[config.mk]
export PLATFORM = sky130hd
export DESIGN_NAME = spp_core
export DESIGN_NICKNAME = d
export VERILOG_FILES = /design/src/design/spp_pkg.sv /design/src/design/spp_rate_div.sv /design/src/design/spp_core.sv
export SDC_FILE = /design/constraint.sdc
export NUM_CORES = 1
export LEC_CHECK = 0
export BUFFER_PORTS_ARGS = -buffer_cell sky130_fd_sc_hd__clkbuf_2
export CAP_MARGIN = 25
export CORE_MARGIN = 2
export CORE_UTILIZATION = 60
export DETAILED_ROUTE_END_ITERATION = 6
export PLACE_DENSITY = 0.83
export SETUP_SLACK_MARGIN = 0.05
export SLEW_MARGIN = 30
export SYNTH_ARGS = -nofsm -noshare
export SYNTH_HDL_FRONTEND = slang
export SYNTH_SLANG_ARGS = --single-unit
[constraint.sdc]
create_clock -name clock -period 6.38 [get_ports clock]
set_input_delay 0.957 -clock clock [delete_from_list [all_inputs] [get_ports clock]]
set_output_delay 0.957 -clock clock [all_outputs]
set_load 0.05 [all_outputs]
[src/design/spp_pkg.sv]
// constants, register map and state encoding for the serial peripheral port
package spp_pkg;

    // register offsets on the plain register port
    localparam logic [7:0] SPP_CTRL_OFS = 8'h0d;
    localparam logic [7:0] SPP_STATUS_OFS = 8'h0e;
    localparam logic [7:0] SPP_DATA_OFS = 8'h0f;

    // serial_control_reg field positions
    localparam int SPP_CTRL_IRQ_EN_BIT = 7;
    localparam int SPP_CTRL_ENABLE_BIT = 6;
    localparam int SPP_CTRL_LSB_FIRST_BIT = 5;
    localparam int SPP_CTRL_MASTER_BIT = 4;
    localparam int SPP_CTRL_IDLE_LVL_BIT = 3;
    localparam int SPP_CTRL_PHASE_BIT = 2;
    localparam int SPP_CTRL_RATE_HI_BIT = 1;
    localparam int SPP_CTRL_RATE_LO_BIT = 0;

    // serial_status_reg field positions
    localparam int SPP_STAT_DONE_BIT = 7;
    localparam int SPP_STAT_WRITE_COLLISION_FLAG_BIT = 6;

    // reset values
    localparam logic [7:0] SPP_CTRL_RESET = 8'h00;
    localparam logic [7:0] SPP_DATA_RESET = 8'h00;
    localparam logic [5:0] SPP_STAT_RESERVED = 6'h00;

    // sck half periods in oscillator cycles for divisors 4, 16, 64, 128
    localparam logic [6:0] SPP_HALF_DIV4 = 7'h02;
    localparam logic [6:0] SPP_HALF_DIV16 = 7'h08;
    localparam logic [6:0] SPP_HALF_DIV64 = 7'h20;
    localparam logic [6:0] SPP_HALF_DIV128 = 7'h40;

    // last bit index of a byte and last sck edge index of a master byte
    localparam logic [2:0] SPP_LAST_BIT = 3'h7;
    localparam logic [3:0] SPP_LAST_EDGE = 4'hf;

    typedef enum logic [1:0] {
        SPP_IDLE = 2'b00,
        SPP_MASTER_RUN = 2'b01,
        SPP_SLAVE_SEL = 2'b10
    } spp_state_t;

endpackage : spp_pkg

[src/design/spp_rate_div.sv]
// master sck half-period tick generator
`timescale 1ns/1ps
module spp_rate_div
    import spp_pkg::*;
#(
    parameter int CNT_W = 7
) (
    // clock and reset
    input wire logic clock,
    input wire logic nrst,
    input wire logic clk_en,
    // control
    input wire logic run,
    input wire logic [1:0] rate_sel,
    // one-cycle tick per sck half period
    output logic tick
);

    if (CNT_W < 7) begin : g_width_check
        $error("spp_rate_div: CNT_W too small for divisor 128");
    end

    logic [CNT_W-1:0] cnt;
    logic [CNT_W-1:0] half;

    always_comb begin
        case (rate_sel)
            2'b00: half = CNT_W'(SPP_HALF_DIV4);
            2'b01: half = CNT_W'(SPP_HALF_DIV16);
            2'b10: half = CNT_W'(SPP_HALF_DIV64);
            default: half = CNT_W'(SPP_HALF_DIV128);
        endcase
    end

    // counter restarts from zero each time the generator is started
    always_ff @(posedge clock or negedge nrst) begin
        if (!nrst) begin
            cnt <= '0;
            tick <= 1'b0;
        end else if (clk_en) begin
            if (!run) begin
                cnt <= '0;
                tick <= 1'b0;
            end else if (cnt == half - CNT_W'(1)) begin
                cnt <= '0;
                tick <= 1'b1;
            end else begin
                cnt <= cnt + CNT_W'(1);
                tick <= 1'b0;
            end
        end
    end

endmodule : spp_rate_div

[src/design/spp_core.sv]
// serial peripheral port: registers, master/slave shift engine, pin control
//
// How it works
// RQ1: master with select pin as output: that pin is ignored by the port.
// RQ2: master with select pin as input: outside logic keeps it high.
// RQ3: select input low while master: clear master_select, become slave, release pins.
// RQ4: that forced drop sets transfer_done_flag and may request an interrupt.
// RQ5: after the drop, stay slave until software sets master_select again.
// RQ6: selected slave: miso driven only if user direction says output.
// RQ7: deselected slave: all pins inputs, data ignored, shift logic reset.
// RQ8: select rising mid-byte stops shifting at once; both bytes are lost.
// RQ9: clock_idle_level gives the idle level of sck.
// RQ10: phase zero samples on leading edge; phase one samples on trailing.
// RQ11: interrupt requested when enable, done flag and global enable are set.
// RQ12: nothing happens unless serial_port_enable is one.
// RQ13: bit_order_lsb_first picks lsb-first, else msb-first shifting.
// RQ14: master_select one means master, zero means slave.
// RQ15: master sck is clock divided by 4, 16, 64 or 128.
// RQ16: rate select ignored in slave mode; sck comes from outside.
// RQ17: transfer_done_flag set when a byte transfer completes.
// RQ18: transfer_done_flag cleared when the interrupt vector executes.
// RQ19: status read with flag set, then data access, clears the flag.
// RQ20: data write during a transfer sets write_collision_flag.
// RQ21: status read with collision set, then data access, clears both flags.
// RQ22: low six status bits read zero.
// RQ23: data write starts transmission; data read returns receive buffer.
// RQ24: master runs sck for one byte, then stops and sets done flag.
// RQ25: transmit single buffered, receive double buffered; unread byte overwritten.
//
// Decided for this implementation: strobed register access.
`timescale 1ns/1ps
module spp_core
    import spp_pkg::*;
#(
    parameter int ADDR_W = 8
) (
    // clock, reset, freeze
    input wire logic clock,
    input wire logic nrst,
    input wire logic clk_en,
    // register port
    input wire logic [ADDR_W-1:0] addr,
    input wire logic [7:0] wdata,
    input wire logic wr_stb,
    input wire logic rd_stb,
    output logic [7:0] rdata,
    // interrupt handshake with the core
    input wire logic global_irq_enable,
    input wire logic irq_vector_ack,
    output logic irq_req,
    // user pin directions, one means output
    input wire logic mosi_dir_out,
    input wire logic miso_dir_out,
    input wire logic sck_dir_out,
    input wire logic ss_dir_out,
    // serial clock pin
    input wire logic sck_in,
    output logic sck_out,
    output logic sck_oe,
    // master-out pin
    input wire logic mosi_in,
    output logic mosi_out,
    output logic mosi_oe,
    // master-in pin
    input wire logic miso_in,
    output logic miso_out,
    output logic miso_oe,
    // slave select, active low
    input wire logic ss_n_in
);

    if (ADDR_W < 4) begin : g_addr_check
        $error("spp_core: ADDR_W too small for register map");
    end

    spp_state_t state;
    spp_state_t next_state;

    logic [7:0] serial_control_reg;
    logic [7:0] shifter;
    logic [7:0] next_shifter;
    logic [7:0] rx_buf;
    logic [2:0] bit_cnt;
    logic [3:0] edge_cnt;
    logic out_bit;
    logic sck_prev;
    logic transfer_done_flag;
    logic write_collision_flag;
    logic armed_done;
    logic armed_write_collision_flag;
    logic tick;

    // control fields
    logic irq_en;
    logic port_en;
    logic lsb_first;
    logic master_select;
    logic idle_lvl;
    logic phase;

    assign irq_en = serial_control_reg[SPP_CTRL_IRQ_EN_BIT];
    assign port_en = serial_control_reg[SPP_CTRL_ENABLE_BIT];
    assign lsb_first = serial_control_reg[SPP_CTRL_LSB_FIRST_BIT];
    assign master_select = serial_control_reg[SPP_CTRL_MASTER_BIT];
    assign idle_lvl = serial_control_reg[SPP_CTRL_IDLE_LVL_BIT];
    assign phase = serial_control_reg[SPP_CTRL_PHASE_BIT];

    // register access decode
    logic wr_ctrl;
    logic wr_data;
    logic rd_status;
    logic rd_data;
    logic data_access;

    assign wr_ctrl = wr_stb && (addr == ADDR_W'(SPP_CTRL_OFS));
    assign wr_data = wr_stb && (addr == ADDR_W'(SPP_DATA_OFS));
    assign rd_status = rd_stb && (addr == ADDR_W'(SPP_STATUS_OFS));
    assign rd_data = rd_stb && (addr == ADDR_W'(SPP_DATA_OFS));
    assign data_access = wr_data || rd_data;

    // another master pulling select low; only counts when select is an input
    logic force_drop;
    assign force_drop = port_en && master_select && !ss_dir_out && !ss_n_in; // [RQ3] [RQ1]

    // edge events from the master generator or the external clock
    logic m_run;
    logic s_sel;
    logic m_lead;
    logic m_trail;
    logic s_edge;
    logic s_lead;
    logic lead_ev;
    logic trail_ev;
    logic sample_ev;
    logic change_ev;
    logic m_last;
    logic xfer_done;
    logic busy;
    logic write_ok;
    logic in_bit;

    assign m_run = (state == SPP_MASTER_RUN);
    assign s_sel = (state == SPP_SLAVE_SEL);
    assign m_lead = m_run && tick && !edge_cnt[0];
    assign m_trail = m_run && tick && edge_cnt[0];
    assign s_edge = s_sel && (sck_in != sck_prev);
    assign s_lead = s_edge && (sck_prev == idle_lvl);
    assign lead_ev = m_lead || s_lead;
    assign trail_ev = m_trail || (s_edge && !s_lead);
    assign sample_ev = phase ? trail_ev : lead_ev; // [RQ10]
    assign change_ev = phase ? lead_ev : trail_ev; // [RQ10]
    assign m_last = m_trail && (edge_cnt == SPP_LAST_EDGE);
    assign xfer_done = m_run ? m_last : (s_sel && sample_ev && bit_cnt == SPP_LAST_BIT);
    assign busy = m_run || (s_sel && bit_cnt != 3'h0);
    assign write_ok = wr_data && !busy; // [RQ25]
    assign in_bit = m_run ? miso_in : mosi_in;
    assign next_shifter = lsb_first ? {in_bit, shifter[7:1]} : {shifter[6:0], in_bit}; // [RQ13]

    spp_rate_div #(
        .CNT_W(7)
    ) u_rate_div (
        .clock(clock),
        .nrst(nrst),
        .clk_en(clk_en),
        .run(m_run), // [RQ16]
        .rate_sel(serial_control_reg[SPP_CTRL_RATE_HI_BIT:SPP_CTRL_RATE_LO_BIT]), // [RQ15]
        .tick(tick)
    );

    // mode sequencing
    always_comb begin
        next_state = state;
        case (state)
            SPP_IDLE: begin
                if (port_en && master_select && !force_drop && wr_data) begin
                    next_state = SPP_MASTER_RUN; // [RQ23] [RQ14] [RQ12]
                end else if (port_en && !master_select && !ss_n_in) begin
                    next_state = SPP_SLAVE_SEL; // [RQ6]
                end
            end
            SPP_MASTER_RUN: begin
                if (!port_en || !master_select || force_drop || m_last) begin
                    next_state = SPP_IDLE; // [RQ24]
                end
            end
            SPP_SLAVE_SEL: begin
                if (!port_en || master_select || ss_n_in) begin
                    next_state = SPP_IDLE; // [RQ7] [RQ8]
                end
            end
            default: next_state = SPP_IDLE;
        endcase
    end

    always_ff @(posedge clock or negedge nrst) begin
        if (!nrst) begin
            state <= SPP_IDLE;
        end else if (clk_en) begin
            state <= next_state;
        end
    end

    // control register; hardware drop beats a same-cycle software write
    always_ff @(posedge clock or negedge nrst) begin
        if (!nrst) begin
            serial_control_reg <= SPP_CTRL_RESET;
        end else if (clk_en) begin
            if (wr_ctrl) begin
                serial_control_reg <= wdata; // [RQ5]
            end
            if (force_drop) begin
                serial_control_reg[SPP_CTRL_MASTER_BIT] <= 1'b0; // [RQ3]
            end
        end
    end

    // shift register and bit counter
    always_ff @(posedge clock or negedge nrst) begin
        if (!nrst) begin
            shifter <= SPP_DATA_RESET;
            bit_cnt <= 3'h0;
        end else if (clk_en) begin
            if (sample_ev && (next_state != SPP_IDLE || m_last)) begin
                shifter <= next_shifter;
                bit_cnt <= bit_cnt + 3'h1;
            end else if (write_ok) begin
                shifter <= wdata; // [RQ23]
            end
            if (next_state != state || xfer_done) begin
                bit_cnt <= 3'h0; // [RQ7] [RQ8]
            end
        end
    end

    // master edge counter, 16 edges per byte
    always_ff @(posedge clock or negedge nrst) begin
        if (!nrst) begin
            edge_cnt <= 4'h0;
        end else if (clk_en) begin
            if (!m_run) begin
                edge_cnt <= 4'h0;
            end else if (tick) begin
                edge_cnt <= edge_cnt + 4'h1;
            end
        end
    end

    // receive buffer; an unread byte is simply overwritten
    always_ff @(posedge clock or negedge nrst) begin
        if (!nrst) begin
            rx_buf <= SPP_DATA_RESET;
        end else if (clk_en) begin
            if (xfer_done) begin
                rx_buf <= sample_ev ? next_shifter : shifter; // [RQ25] [RQ24]
            end
        end
    end

    // serial output bit, shared by both data pins
    always_ff @(posedge clock or negedge nrst) begin
        if (!nrst) begin
            out_bit <= 1'b0;
        end else if (clk_en) begin
            if (write_ok) begin
                out_bit <= lsb_first ? wdata[0] : wdata[7]; // [RQ13]
            end else if (change_ev) begin
                out_bit <= lsb_first ? shifter[0] : shifter[7]; // [RQ10]
            end else if (state == SPP_IDLE && next_state == SPP_SLAVE_SEL) begin
                out_bit <= lsb_first ? shifter[0] : shifter[7];
            end
        end
    end

    // external clock history; inputs are already synchronous
    always_ff @(posedge clock or negedge nrst) begin
        if (!nrst) begin
            sck_prev <= 1'b0;
        end else if (clk_en) begin
            sck_prev <= s_sel ? sck_in : idle_lvl;
        end
    end

    // completion flag: set wins over any clear in the same cycle
    logic done_set;
    logic done_clr;
    assign done_set = xfer_done || force_drop; // [RQ17] [RQ4]
    assign done_clr = irq_vector_ack || ((armed_done || armed_write_collision_flag) && data_access);

    always_ff @(posedge clock or negedge nrst) begin
        if (!nrst) begin
            transfer_done_flag <= 1'b0;
        end else if (clk_en) begin
            if (done_set) begin
                transfer_done_flag <= 1'b1;
            end else if (done_clr) begin
                transfer_done_flag <= 1'b0; // [RQ18] [RQ19] [RQ21]
            end
        end
    end

    // collision flag; the rejected byte is dropped, not queued
    always_ff @(posedge clock or negedge nrst) begin
        if (!nrst) begin
            write_collision_flag <= 1'b0;
        end else if (clk_en) begin
            if (wr_data && busy) begin
                write_collision_flag <= 1'b1; // [RQ20]
            end else if (armed_write_collision_flag && data_access) begin
                write_collision_flag <= 1'b0; // [RQ21]
            end
        end
    end

    // status read arms the clear; the next data access fires it
    always_ff @(posedge clock or negedge nrst) begin
        if (!nrst) begin
            armed_done <= 1'b0;
            armed_write_collision_flag <= 1'b0;
        end else if (clk_en) begin
            if (rd_status) begin
                armed_done <= transfer_done_flag; // [RQ19]
                armed_write_collision_flag <= write_collision_flag; // [RQ21]
            end else if (data_access) begin
                armed_done <= 1'b0;
                armed_write_collision_flag <= 1'b0;
            end
        end
    end

    // read data stand for one cycle only
    always_ff @(posedge clock or negedge nrst) begin
        if (!nrst) begin
            rdata <= 8'h00;
        end else if (clk_en) begin
            rdata <= 8'h00;
            if (rd_stb) begin
                if (addr == ADDR_W'(SPP_CTRL_OFS)) begin
                    rdata <= serial_control_reg;
                end else if (addr == ADDR_W'(SPP_STATUS_OFS)) begin
                    rdata <= {transfer_done_flag, write_collision_flag, SPP_STAT_RESERVED}; // [RQ22]
                end else if (addr == ADDR_W'(SPP_DATA_OFS)) begin
                    rdata <= rx_buf; // [RQ23]
                end
            end
        end
    end

    // interrupt request toward the core
    always_ff @(posedge clock or negedge nrst) begin
        if (!nrst) begin
            irq_req <= 1'b0;
        end else if (clk_en) begin
            irq_req <= irq_en && transfer_done_flag && global_irq_enable; // [RQ11] [RQ4]
        end
    end

    // master sck level: toggles per tick, rests at the idle level
    always_ff @(posedge clock or negedge nrst) begin
        if (!nrst) begin
            sck_out <= 1'b0;
        end else if (clk_en) begin
            if (m_run && next_state == SPP_MASTER_RUN && tick) begin
                sck_out <= ~sck_out;
            end else if (!m_run || next_state != SPP_MASTER_RUN) begin
                sck_out <= idle_lvl; // [RQ9]
            end
        end
    end

    // pin direction overrides, registered so outputs come from flops
    logic master_now;
    logic slave_active;
    assign master_now = port_en && master_select && !force_drop;
    assign slave_active = port_en && !master_select && !ss_n_in;

    always_ff @(posedge clock or negedge nrst) begin
        if (!nrst) begin
            sck_oe <= 1'b0;
            mosi_oe <= 1'b0;
            miso_oe <= 1'b0;
        end else if (clk_en) begin
            sck_oe <= master_now && sck_dir_out; // [RQ3] [RQ12]
            mosi_oe <= master_now && mosi_dir_out; // [RQ3]
            miso_oe <= slave_active && miso_dir_out; // [RQ6] [RQ7]
        end
    end

    // one flop drives both data pins; only one of them is ever enabled
    assign mosi_out = out_bit;
    assign miso_out = out_bit;

endmodule : spp_core

==> run metrics, run 1 <==
outcome=completed; Port Buffers=45; Cell variety after synth=57; row cnt=27; WP data arrival=3.06 ns; Worst IR Drop VDD=0.000170 V; CTS tree=done; placed cell areas=3620 um2; final instance area=3880 um2; commonest non-fill, non-tap cell in the layout=dfrtp_1; vias in the first global route=2,674; Syn Area/Cell=9.74 um2; Tightest Hold Check Type=flop to flop; Power Dens Cells=232 nW/um2; Critical Path RT=6.58 ns; Top FF cell, synth=dfrtp_1; r2r setup slk=3.72 ns; post-synth top area cell=dfrtp_1; unrepaired setup endpoints after global routing=false; clock buffer depth=2; initial antenna violation count=0; Sink Count=60; period utilization=44.9%; clock latency reported for the late side of the worst-skew pair=0.35 ns; top cells by area, synth=dfrtp_1 44%, o21ai_0 5.2%, mux2i_1 5.0%; met3 Track Usage GR=5.45%; fmax=0.349 GHz; EDFF count, synth=0; Root Buffer=clkbuf_8; Gate Count Post-Synth=347; GR peak layer=met2; Synth top area share=44.4%; dpl cells=447; final wirelength=7920 um; Post-Layout Cell Count=463; depth of the CTS H-tree=3; Layout area overhead=14.8%; DP Wirelength=5630 um; Post-Syn Area=3380 um2; GRT overflow=0; vias=2,891; gpl congestion=0.894; first-pass GRT wire length=13,000 um; Rel. slew slack=42.7%; pin slew with the least headroom to its limit=0.853 ns; post-route ant nets=0; Core Area=5470 um2; Worst setup SP type=input port; final hold vios=0; met1 usage=37.5%; multi-input logic area=1730 um2; final count of negative-setup-slack endpoints=0; Worst Skew=0.0116 ns; cts repair resizes=0; Fill cells=435; io pins=46; post-cts hold buffer count=0; clock-pin slew on the worst setup and hold paths=0.07 ns; DR iter-0 viols=289; Async SR Flop Fraction=100%; diode count=0; Yosys warnings=0; critical-path maximum fanout=28; max_cap viols=0; leak pwr=1.77 nW; vias per cell=6.24; DIE AREA=6250 um2; Seq/Total Area, Yosys=44.4%; Final min period=2.86 ns; DRT Pass-1 Iters=5; layout cells sized above 1=20.7%; Tot GR Track Use=27.0%; DR DRC count=0; register area=1500 um2; Routed WL per cell=17.1 um; #FFs+latches synth=60; Slew Viols, Final=0; TritonCTS Buffers=9; largest net degree at the start of global routing=61; Chip Height=79.1 um; Nets=423; WS Path Type=input port to flop; final setup TNS=0 ns; Die X=79.1 um; initial core utilization=61.8%; GR Layer Usage met2=41.4%; most frequent cells in the layout=60 x dfrtp_1, 45 x clkbuf_2, 40 x nand2_1, 35 x o21ai_0, 18 x inv_1; Setup crit end kind=flop; syn nets=384; post-CTS setup buffers=0
## metal layers
layer	wire length, um	share of wire (%)
met3	637	8.0
met1	3480	44
met4	200	2.5
met5	0	0
met2	3610	46
## Yosys cell counts, types with 2 or more instances
master,count
clkbuf_1,10
and3_1,4
mux2_2,3
inv_1,18
a22oi_1,7
or2_2,3
nand2_1,40
nand3b_1,2
o32a_1,2
nand3_1,8
mux2i_1,17
nor4_1,3
a21oi_2,3
xnor2_1,2
o2bb2ai_1,16
or3b_1,3
o31ai_1,4
nor3b_1,2
nor3_1,4
nor2_1,9
nand2b_1,4
nand4_1,8
ha_1,6
o21ai_0,35
buf_1,2
a31oi_1,3
mux2_4,5
dfrtp_1,60
nor2b_1,7
a22o_1,5
o21a_1,3
o22a_1,7
buf_2,5
o211ai_1,4
a21oi_1,11
## path summary, 6_finish.rpt
kind,from,end,depth (start not counted)
worst max-delay path,clk_en,serial_control_reg[4]$_DFFE_PN0P_,6
worst min-delay path,rdata[7]$_DFFE_PN0P_,rdata[7]$_DFFE_PN0P_,1
worst max register to register,state[1]$_DFFE_PN0P_,rx_buf[1]$_DFFE_PN0P_,5
worst min register to register,rdata[7]$_DFFE_PN0P_,rdata[7]$_DFFE_PN0P_,1
max in group asynchronous,nrst,shifter[1]$_DFFE_PN0P_,2
min in group asynchronous,nrst,rdata[5]$_DFFE_PN0P_,2
## worst max-delay path: stages
cell and delay, ns:
clkbuf_2 0.43, inv_1 0.31, nor2_1 0.41, nand4_1 0.56
nand3_1 0.27, o21ai_0 0.11
## power breakdown
part	internal, W	switching, W
sequential	0.000387	0.0000113
combinational	0.0000274	0.0000465
clock	0.000270	0.000157
## final cells by class
| class | instances | share of cell area, % |
|---|---|---|
| multi-input combinational | 250 | 44.7 |
| clock buffer | 10 | 3.54 |
| tap | 72 | 2.32 |
| timing repair buffer | 47 | 6.19 |
| sequential | 60 | 38.7 |
| inverter | 18 | 1.74 |
| clock inverter | 6 | 2.87 |
## logic make-up after synthesis
logic type	share of synthesized area, %
simple gates	16.1
mux	8.92
compound gates	22.9
xor+xnor	0.777
fa+ha+maj	2.22
buf+inv	4.63
flops	44.4
## metrics by stage
step	total power [W]	utilization [%]	hold slack, ns	setup WS [ns]
2_1_floorplan	0.000447	-	0.444	3.79
3_3_place_gp	0.000476	66.2	0.468	3.19
3_5_place_dp	0.000478	66.2	0.481	3.12
4_1_cts	0.000901	70.7	0.496	3.46
5_1_grt	0.000928	70.9	0.506	3.21
6_report	0.000899	70.9	0.493	3.52
(Power assumes the default switching activity.)
==> inputs of run 2 (changes only) <==
Settings changed: ABC_AREA from default to 1, CORE_UTILIZATION 60 to 58, PLACE_DENSITY 0.83 to 0.8.
Clock period 6.38 ns to 2.69 ns, I/O delays scaled along.
==> run 2 against run 1 <==
Global-route usage rose by 1.2 points. Die area rose by 6.7%. First-iteration DRC count fell by 21%. Via count rose by 14%. Clock skew fell by 0.0043 ns. Cell count rose by 28%. Synthesized area rose by 3.5%. Routed wire length rose by 7.0%. Highest routed layer unchanged.
==> run metrics, run 2 <==
outcome=completed (unchanged); Chip Height=81.7 um (was 79.1 um); post-synth top area cell=dfrtp_1 (unchanged); worst path bufs/invs=3 (was 2); final wirelength=8470 um (was 7920 um); Final min period=1.92 ns; WS Path Type=flop to flop (was input port to flop); Sink Count=60 (unchanged); Core Area=5890 um2 (was 5470 um2); post-CTS setup buffers=0 (unchanged); fmax=0.520 GHz; clock-pin slew on the worst setup and hold paths=0.07 ns (about the same); unrepaired setup endpoints after global routing=false (unchanged); #FFs+latches synth=60 (unchanged); first-pass GRT wire length=14,200 um (was 13,000 um); DR iter-0 viols=229 (was 289); Setup crit end kind=flop (unchanged); placed cell areas=3770 um2 (was 3620 um2); Synth top area share=42.9% (was 44.4%); critical-path maximum fanout=9 (was 28); initial antenna violation count=0 (unchanged); pin slew with the least headroom to its limit=0.592 ns (was 0.853 ns); Fill cells=493 (was 435); max incr delay on CP=0.47 ns (was 0.56 ns); post-route ant nets=0 (unchanged); commonest cells in the netlist=143 x nand2_1, 60 x dfrtp_1, 57 x inv_1, 46 x o21ai_0, 29 x nor2_1 (was 60 x dfrtp_1, 40 x nand2_1, 35 x o21ai_0, 18 x inv_1, 17 x mux2i_1); Worst IR Drop VDD=0.000310 V (was 0.000170 V); vias=3,298 (was 2,891); Worst setup SP type=flop (was input port); Routed WL per cell=14.3 um (was 17.1 um); leak pwr=2.03 nW (was 1.77 nW); register area=1500 um2 (unchanged); Nets=548 (was 423); Post-Syn Area=3500 um2 (was 3380 um2); DR DRC count=0 (unchanged); Syn Area/Cell=7.51 um2 (was 9.74 um2); Slowest-stage cell, CP=dfrtp_1 (was nand4_1); layout cells sized above 1=18.0% (was 20.7%); Worst Skew=0.00730 ns (was 0.0116 ns); Rel. slew slack=60.5% (was 42.7%); TritonCTS Buffers=9 (unchanged); Port Buffers=45 (unchanged); GRT overflow=0 (unchanged); DRT Pass-1 Iters=5 (unchanged); EDFF count, synth=0 (unchanged); io pins=46 (unchanged); gpl congestion=0.928 (was 0.894); Critical Path RT=2.92 ns (was 6.58 ns); final count of negative-setup-slack endpoints=0 (unchanged); Final Util=67.5% (was 70.9%); crit-path cells=ha_1 > nand2_1 > inv_1 > nand2_1 > nor2_4 > inv_2 > nand2_4 > nand3_2 > nand2_4 > a21oi_4 > inv_2 > nand2_1 > nand2_1 (was clkbuf_2 > inv_1 > nor2_1 > nand4_1 > nand3_1 > o21ai_0); Cell variety after synth=42 (was 57); syn nets=503 (was 384); vias per cell=5.58 (was 6.24); critical path's most frequent cell=nand2_1; clock latency reported for the late side of the worst-skew pair=0.34 ns (was 0.35 ns); max_cap viols=0 (unchanged); multi-input logic area=1670 um2 (was 1730 um2); period utilization=71.5%; Slew Viols, Final=0 (unchanged); Top delay family on crit path=simple AND/OR/NAND/NOR gates (unchanged); final hold vios=0 (unchanged); clock buffer depth=2 (unchanged); depth of the CTS H-tree=3 (unchanged); Gate Count Post-Synth=466 (was 347); Tot GR Track Use=28.2% (was 27.0%); post-cts hold buffer count=0 (unchanged); largest net degree at the start of global routing=23 (was 61); final setup TNS=0 ns (unchanged); Power Dens Cells=495 nW/um2 (was 232 nW/um2); row cnt=28 (was 27); Root Buffer=clkbuf_8 (unchanged); DIE AREA=6670 um2 (was 6250 um2); Die X=81.7 um (was 79.1 um); final instance area=3970 um2 (was 3880 um2); Seq/Total Area, Yosys=42.9% (was 44.4%); diode count=0 (unchanged); Async SR Flop Fraction=100% (unchanged); most frequent cells in the layout=143 x nand2_1, 60 x dfrtp_1, 57 x inv_1, 46 x o21ai_0, 45 x clkbuf_2 (was 60 x dfrtp_1, 45 x clkbuf_2, 40 x nand2_1, 35 x o21ai_0, 18 x inv_1); Layout area overhead=13.6% (was 14.8%); CTS tree=done (unchanged); Yosys warnings=0 (unchanged); initial core utilization=59.4% (was 61.8%); DP Wirelength=6240 um (was 5630 um); most frequent cell after synthesis=nand2_1 (was dfrtp_1); Tightest Hold Check Type=input port to async pin (was flop to flop); cts repair resizes=0 (unchanged); WP data arrival=2.16 ns (was 3.06 ns); vias in the first global route=3,142 (was 2,674); commonest non-fill, non-tap cell in the layout=nand2_1 (was dfrtp_1); top cells by area, synth=dfrtp_1 43%, nand2_1 15%, o21ai_0 6.6% (was dfrtp_1 44%, o21ai_0 5.2%, mux2i_1 5.0%); Top FF cell, synth=dfrtp_1 (unchanged)
[run 2: changes by cell type after synthesis, sizes merged, moves of 7 or more]
| cell | before | now |
|---|---|---|
| nand2 | 40 | 148 |
| inv | 18 | 64 |
| o2bb2ai | 16 | 0 |
| nor2b | 7 | 0 |
| nand3 | 8 | 28 |
| o21ai | 36 | 61 |
| mux2 | 8 | 1 |
| nor2 | 9 | 32 |
| mux2i | 17 | 1 |
| o22a | 7 | 0 |
[run 2: metal layers]
metal | share of wire (%) | track usage [%] | vias to the layer above
met5 | 0 | 0 | -
met4 | 2.1 | 11.7 | 0
met3 | 6.4 | 6.59 | 16
met2 | 46 | 43.9 | 116
met1 | 46 | 37.9 | 1564
li1 | - | - | 1602
[run 2: path summary, 6_finish.rpt]
check | startpoint | to | slack [ns] | cells past startpoint
min reg2reg | rx_buf[6]$_DFFE_PN0P_ | rx_buf[6]$_DFFE_PN0P_ | 0.49 | 2
min | nrst | rdata[6]$_DFFE_PN0P_ | 0.05 | 1
max in group asynchronous | nrst | sck_prev$_DFFE_PN0P_ | 1.91 | 2
max | edge_cnt[0]$_DFFE_PN0P_ | shifter[0]$_DFFE_PN0P_ | 0.77 | 13
min in group clock | global_irq_enable | irq_req$_DFFE_PN0P_ | 0.29 | 3
max reg2reg | edge_cnt[0]$_DFFE_PN0P_ | shifter[0]$_DFFE_PN0P_ | 0.77 | 13
[run 2: kinds of logic after synthesis]
logic type / synth area share, %
simple gates: 27.0
buf+inv: 9.44
compound gates: 16.9
fa+ha+maj: 2.15
xor+xnor: 1.00
mux: 0.608
flops: 42.9
[run 2: where the power goes]
group / internal [W] / switching [W] / leakage, nW
logic: 0.0000602 / 0.000126 / 1.11
registers: 0.000922 / 0.0000218 / 0.816
clock network: 0.000475 / 0.000362 / 0.102
total: 0.00146 / 0.000510 / 2.03
[run 2: area by class of cell]
cell class              instances  share of cell area, %
clock inverters                 4                   1.20
inverters                      65                   6.39
clock buffers                  12                   3.90
repair buffers                 49                   6.42
well taps                      75                   2.36
flip-flops and latches         60                   37.8
multi-input cells             326                   41.9
[run 2: metrics by stage]
| stage | std cells | hold WS (ns) | setup WS, ns | power, W |
|---|---|---|---|---|
| after floorplan | 466 | 0.108 | 1.04 | 0.00106 |
| after global placement | 575 | 0.428 | 0.718 | 0.00114 |
| after detailed placement | 575 | 0.430 | 0.653 | 0.00114 |
| after CTS | 591 | 0.0606 | 0.774 | 0.00198 |
| after global routing | 591 | 0.0856 | 0.582 | 0.00205 |
| final | 591 | 0.0510 | 0.766 | 0.00197 |
[run 2: worst reg2reg max path: stages (launching register included)]
cell and delay (ns):
dfrtp_1 0.47, ha_1 0.25, nand2_1 0.07, inv_1 0.05, nand2_1 0.12, nor2_4 0.07, inv_2 0.08, nand2_4 0.07
nand3_2 0.08, nand2_4 0.07, a21oi_4 0.25, inv_2 0.13, nand2_1 0.07, nand2_1 0.05
==> inputs of run 3 (changes only) <==
Settings changed: ABC_AREA 1 to 0.
Clock period 2.69 ns to 1.8 ns, I/O delays scaled along.
==> run 3 against run 2 <==
The run now ends with negative setup slack left. Critical path depth down 5. First-iteration DRC count up 140%. Routed wire length up 68%. Sequential share of layout area fell by 8.0 points. Combinational power increased to 2.7 times the previous value. Sequential power grew 51%. Critical path type unchanged. Critical endpoint is now shifter[5]$_DFFE_PN0P_. Highest routed layer unchanged.
==> run metrics, run 3 (synthesized netlist as in run 1, its figures left out) <==
initial core utilization=60.7% (was 59.4%); Chip Height=80.3 um (was 81.7 um); Routed WL per cell=25.9 um (was 14.3 um); Core Area=5570 um2 (was 5890 um2); Power Dens Cells=661 nW/um2 (was 495 nW/um2); Worst IR Drop VDD=0.000626 V (was 0.000310 V); P_sw=0.000931 W (was 0.000510 W); DR DRC count=0 (unchanged); CTS tree=done (unchanged); Sink Count=60 (unchanged); clock latency reported for the late side of the worst-skew pair=0.35 ns (was 0.34 ns); final instance area=5040 um2 (was 3970 um2); clock network fraction of design power=42.5% (was 42.6%); Combinational Power Share=15.1% (was 9.5%); vias in the first global route=3,366 (was 3,142); DRT Pass-1 Iters=5 (unchanged); Critical Path RT=2.08 ns (was 2.92 ns); initial antenna violation count=0 (unchanged); Layout area overhead=49.2% (was 13.6%); Slowest-stage cell, CP=dfrtp_2 (was dfrtp_1); placed cell areas=4250 um2 (was 3770 um2); WS Path Type=flop to flop (unchanged); Worst setup SP type=flop (unchanged); Tightest Hold Check Type=input port to flop (was input port to async pin); outcome=finished, violations left (was completed); clock-pin slew on the worst setup and hold paths=0.07 ns (about the same); depth of the CTS H-tree=3 (unchanged); Slew Viols, Final=0 (unchanged); Flop pwr share=42.4% (was 48.0%); Nets=509 (was 548); Port Buffers=45 (unchanged); first-pass GRT wire length=17,900 um (was 14,200 um); final hold vios=0 (unchanged); failing checks=negative setup slack; final count of negative-setup-slack endpoints=30 (was 0); gpl congestion=0.865 (was 0.928); max_cap viols=0 (unchanged); Die X=80.3 um (was 81.7 um); commonest non-fill, non-tap cell in the layout=buf_4 (was nand2_1); final wirelength=14,200 um (was 8470 um); Setup crit end kind=flop (unchanged); post-route ant nets=0 (unchanged); clock buffer depth=2 (unchanged); layout cells sized above 1=47.0% (was 18.0%); diode count=0 (unchanged); Final Util=90.5% (was 67.5%); max incr delay on CP=0.47 ns (about the same); vias per cell=7.08 (was 5.58); Top delay family on crit path=compound AO/OA/AOI/OAI gates (was simple AND/OR/NAND/NOR gates); Rel. slew slack=68.5% (was 60.5%); worst path bufs/invs=2 (was 3); Root Buffer=clkbuf_8 (unchanged); leak pwr=2.31 nW (was 2.03 nW); crit-path cells=buf_6 > nand2b_4 > nor3_4 > o32a_1 > buf_4 > nand2_4 > a21oi_4 > o22a_1 (was ha_1 > nand2_1 > inv_1 > nand2_1 > nor2_4 > inv_2 > nand2_4 > nand3_2 > nand2_4 > a21oi_4 > inv_2 > nand2_1 > nand2_1); sw frac=27.9% (was 25.9%); WP data arrival=2.52 ns (was 2.16 ns); GRT overflow=0 (unchanged); DIE AREA=6460 um2 (was 6670 um2); fmax=0.445 GHz (was 0.520 GHz); Worst Slack Setup Final=-0.447 ns (was 0.766 ns); pin slew with the least headroom to its limit=0.473 ns (was 0.592 ns); Fill cells=202 (was 493); largest net degree at the start of global routing=61 (was 23); Worst Skew=0.0124 ns (was 0.00730 ns); period utilization=125% (was 71.5%); Final min period=2.25 ns (was 1.92 ns); DP Wirelength=6810 um (was 6240 um); internal cell power=0.00241 W (was 0.00146 W); unrepaired setup endpoints after global routing=true (was false); Tot GR Track Use=37.7% (was 28.2%); io pins=46 (unchanged); vias=3,885 (was 3,298); DR iter-0 viols=547 (was 229); critical-path maximum fanout=8 (was 9); row cnt=27 (was 28); most frequent cells in the layout=69 x buf_4, 58 x dfrtp_1, 45 x clkbuf_2, 35 x nand2_1, 24 x o21ai_0 (was 143 x nand2_1, 60 x dfrtp_1, 57 x inv_1, 46 x o21ai_0, 45 x clkbuf_2); TritonCTS Buffers=9 (unchanged)
==> run 3: power by group through the flow <==
stage,clock network [W],logic [W],registers (W)
after global routing,0.00145,0.000526,0.00141
final,0.00142,0.000503,0.00142
after CTS,0.00139,0.000431,0.00141
after floorplan,0,0.000176,0.00143
after global placement,0,0.000351,0.00143
after detailed placement,0,0.000362,0.00143
==> run 3: layer usage <==
metal	GRT usage [%]	wire length (um)	vias up
met5	0	0	-
met4	19.7	964	0
met3	6.52	1700	111
met2	60.9	6560	401
met1	48.5	5020	1830
li1	-	-	1543
==> run 3: stage by stage <==
step	instances	worst slack [ns]	setup TNS (ns)	total power [W]	hold slack [ns]
2_1_floorplan	347	-0.219	-2.64	0.00161	-0.0256
4_1_cts	538	-0.223	-4.22	0.00322	0.132
5_1_grt	549	-0.467	-9.33	0.00339	0.152
3_3_place_gp	509	-0.239	-4.37	0.00178	0.304
3_5_place_dp	509	-0.310	-6.09	0.00179	0.305
6_report	549	-0.447	-8.77	0.00334	0.135
==> run 3: repair_timing <==
item,CTS,global route
gates resized for setup,47,40
buffers inserted,12,13
pin swaps,30,29
hold buffers,1,0
endpoints found under the hold margin,60,0
endpoints found under the setup margin,29,29
cloned,1,0
==> run 3: final timing paths <==
check	slack, ns	cells past startpoint	startpoint	to
hold / removal	0.13	3	sck_dir_out	sck_oe$_DFFE_PN0P_
setup / recovery	-0.45	8	state[1]$_DFFE_PN0P_	shifter[5]$_DFFE_PN0P_
hold reg to reg	0.49	1	mosi_oe$_DFFE_PN0P_	mosi_oe$_DFFE_PN0P_
max in group asynchronous	1.04	3	nrst	state[0]$_DFFE_PN0P_
setup reg to reg	-0.45	8	state[1]$_DFFE_PN0P_	shifter[5]$_DFFE_PN0P_
min in group asynchronous	0.46	3	nrst	rdata[4]$_DFFE_PN0P_
==> run 3: area by class of cell <==
type	count	area [um2]	share of cell area, %
clock inverters	4	72.6	1.44
clock buffers	12	145	2.88
repair buffers	132	971	19.2
flip-flops and latches	60	1500	29.8
multi-input cells	251	2190	43.5
well taps	72	90.1	1.79
inverters	18	67.6	1.34
==> run 3: worst register-to-register path, delay by kind of cell, from the launching register on <==
kind	cells	cell delay, ns
compound gates	3	0.80
buf+inv	2	0.31
flops	1	0.47
simple gates	3	0.59
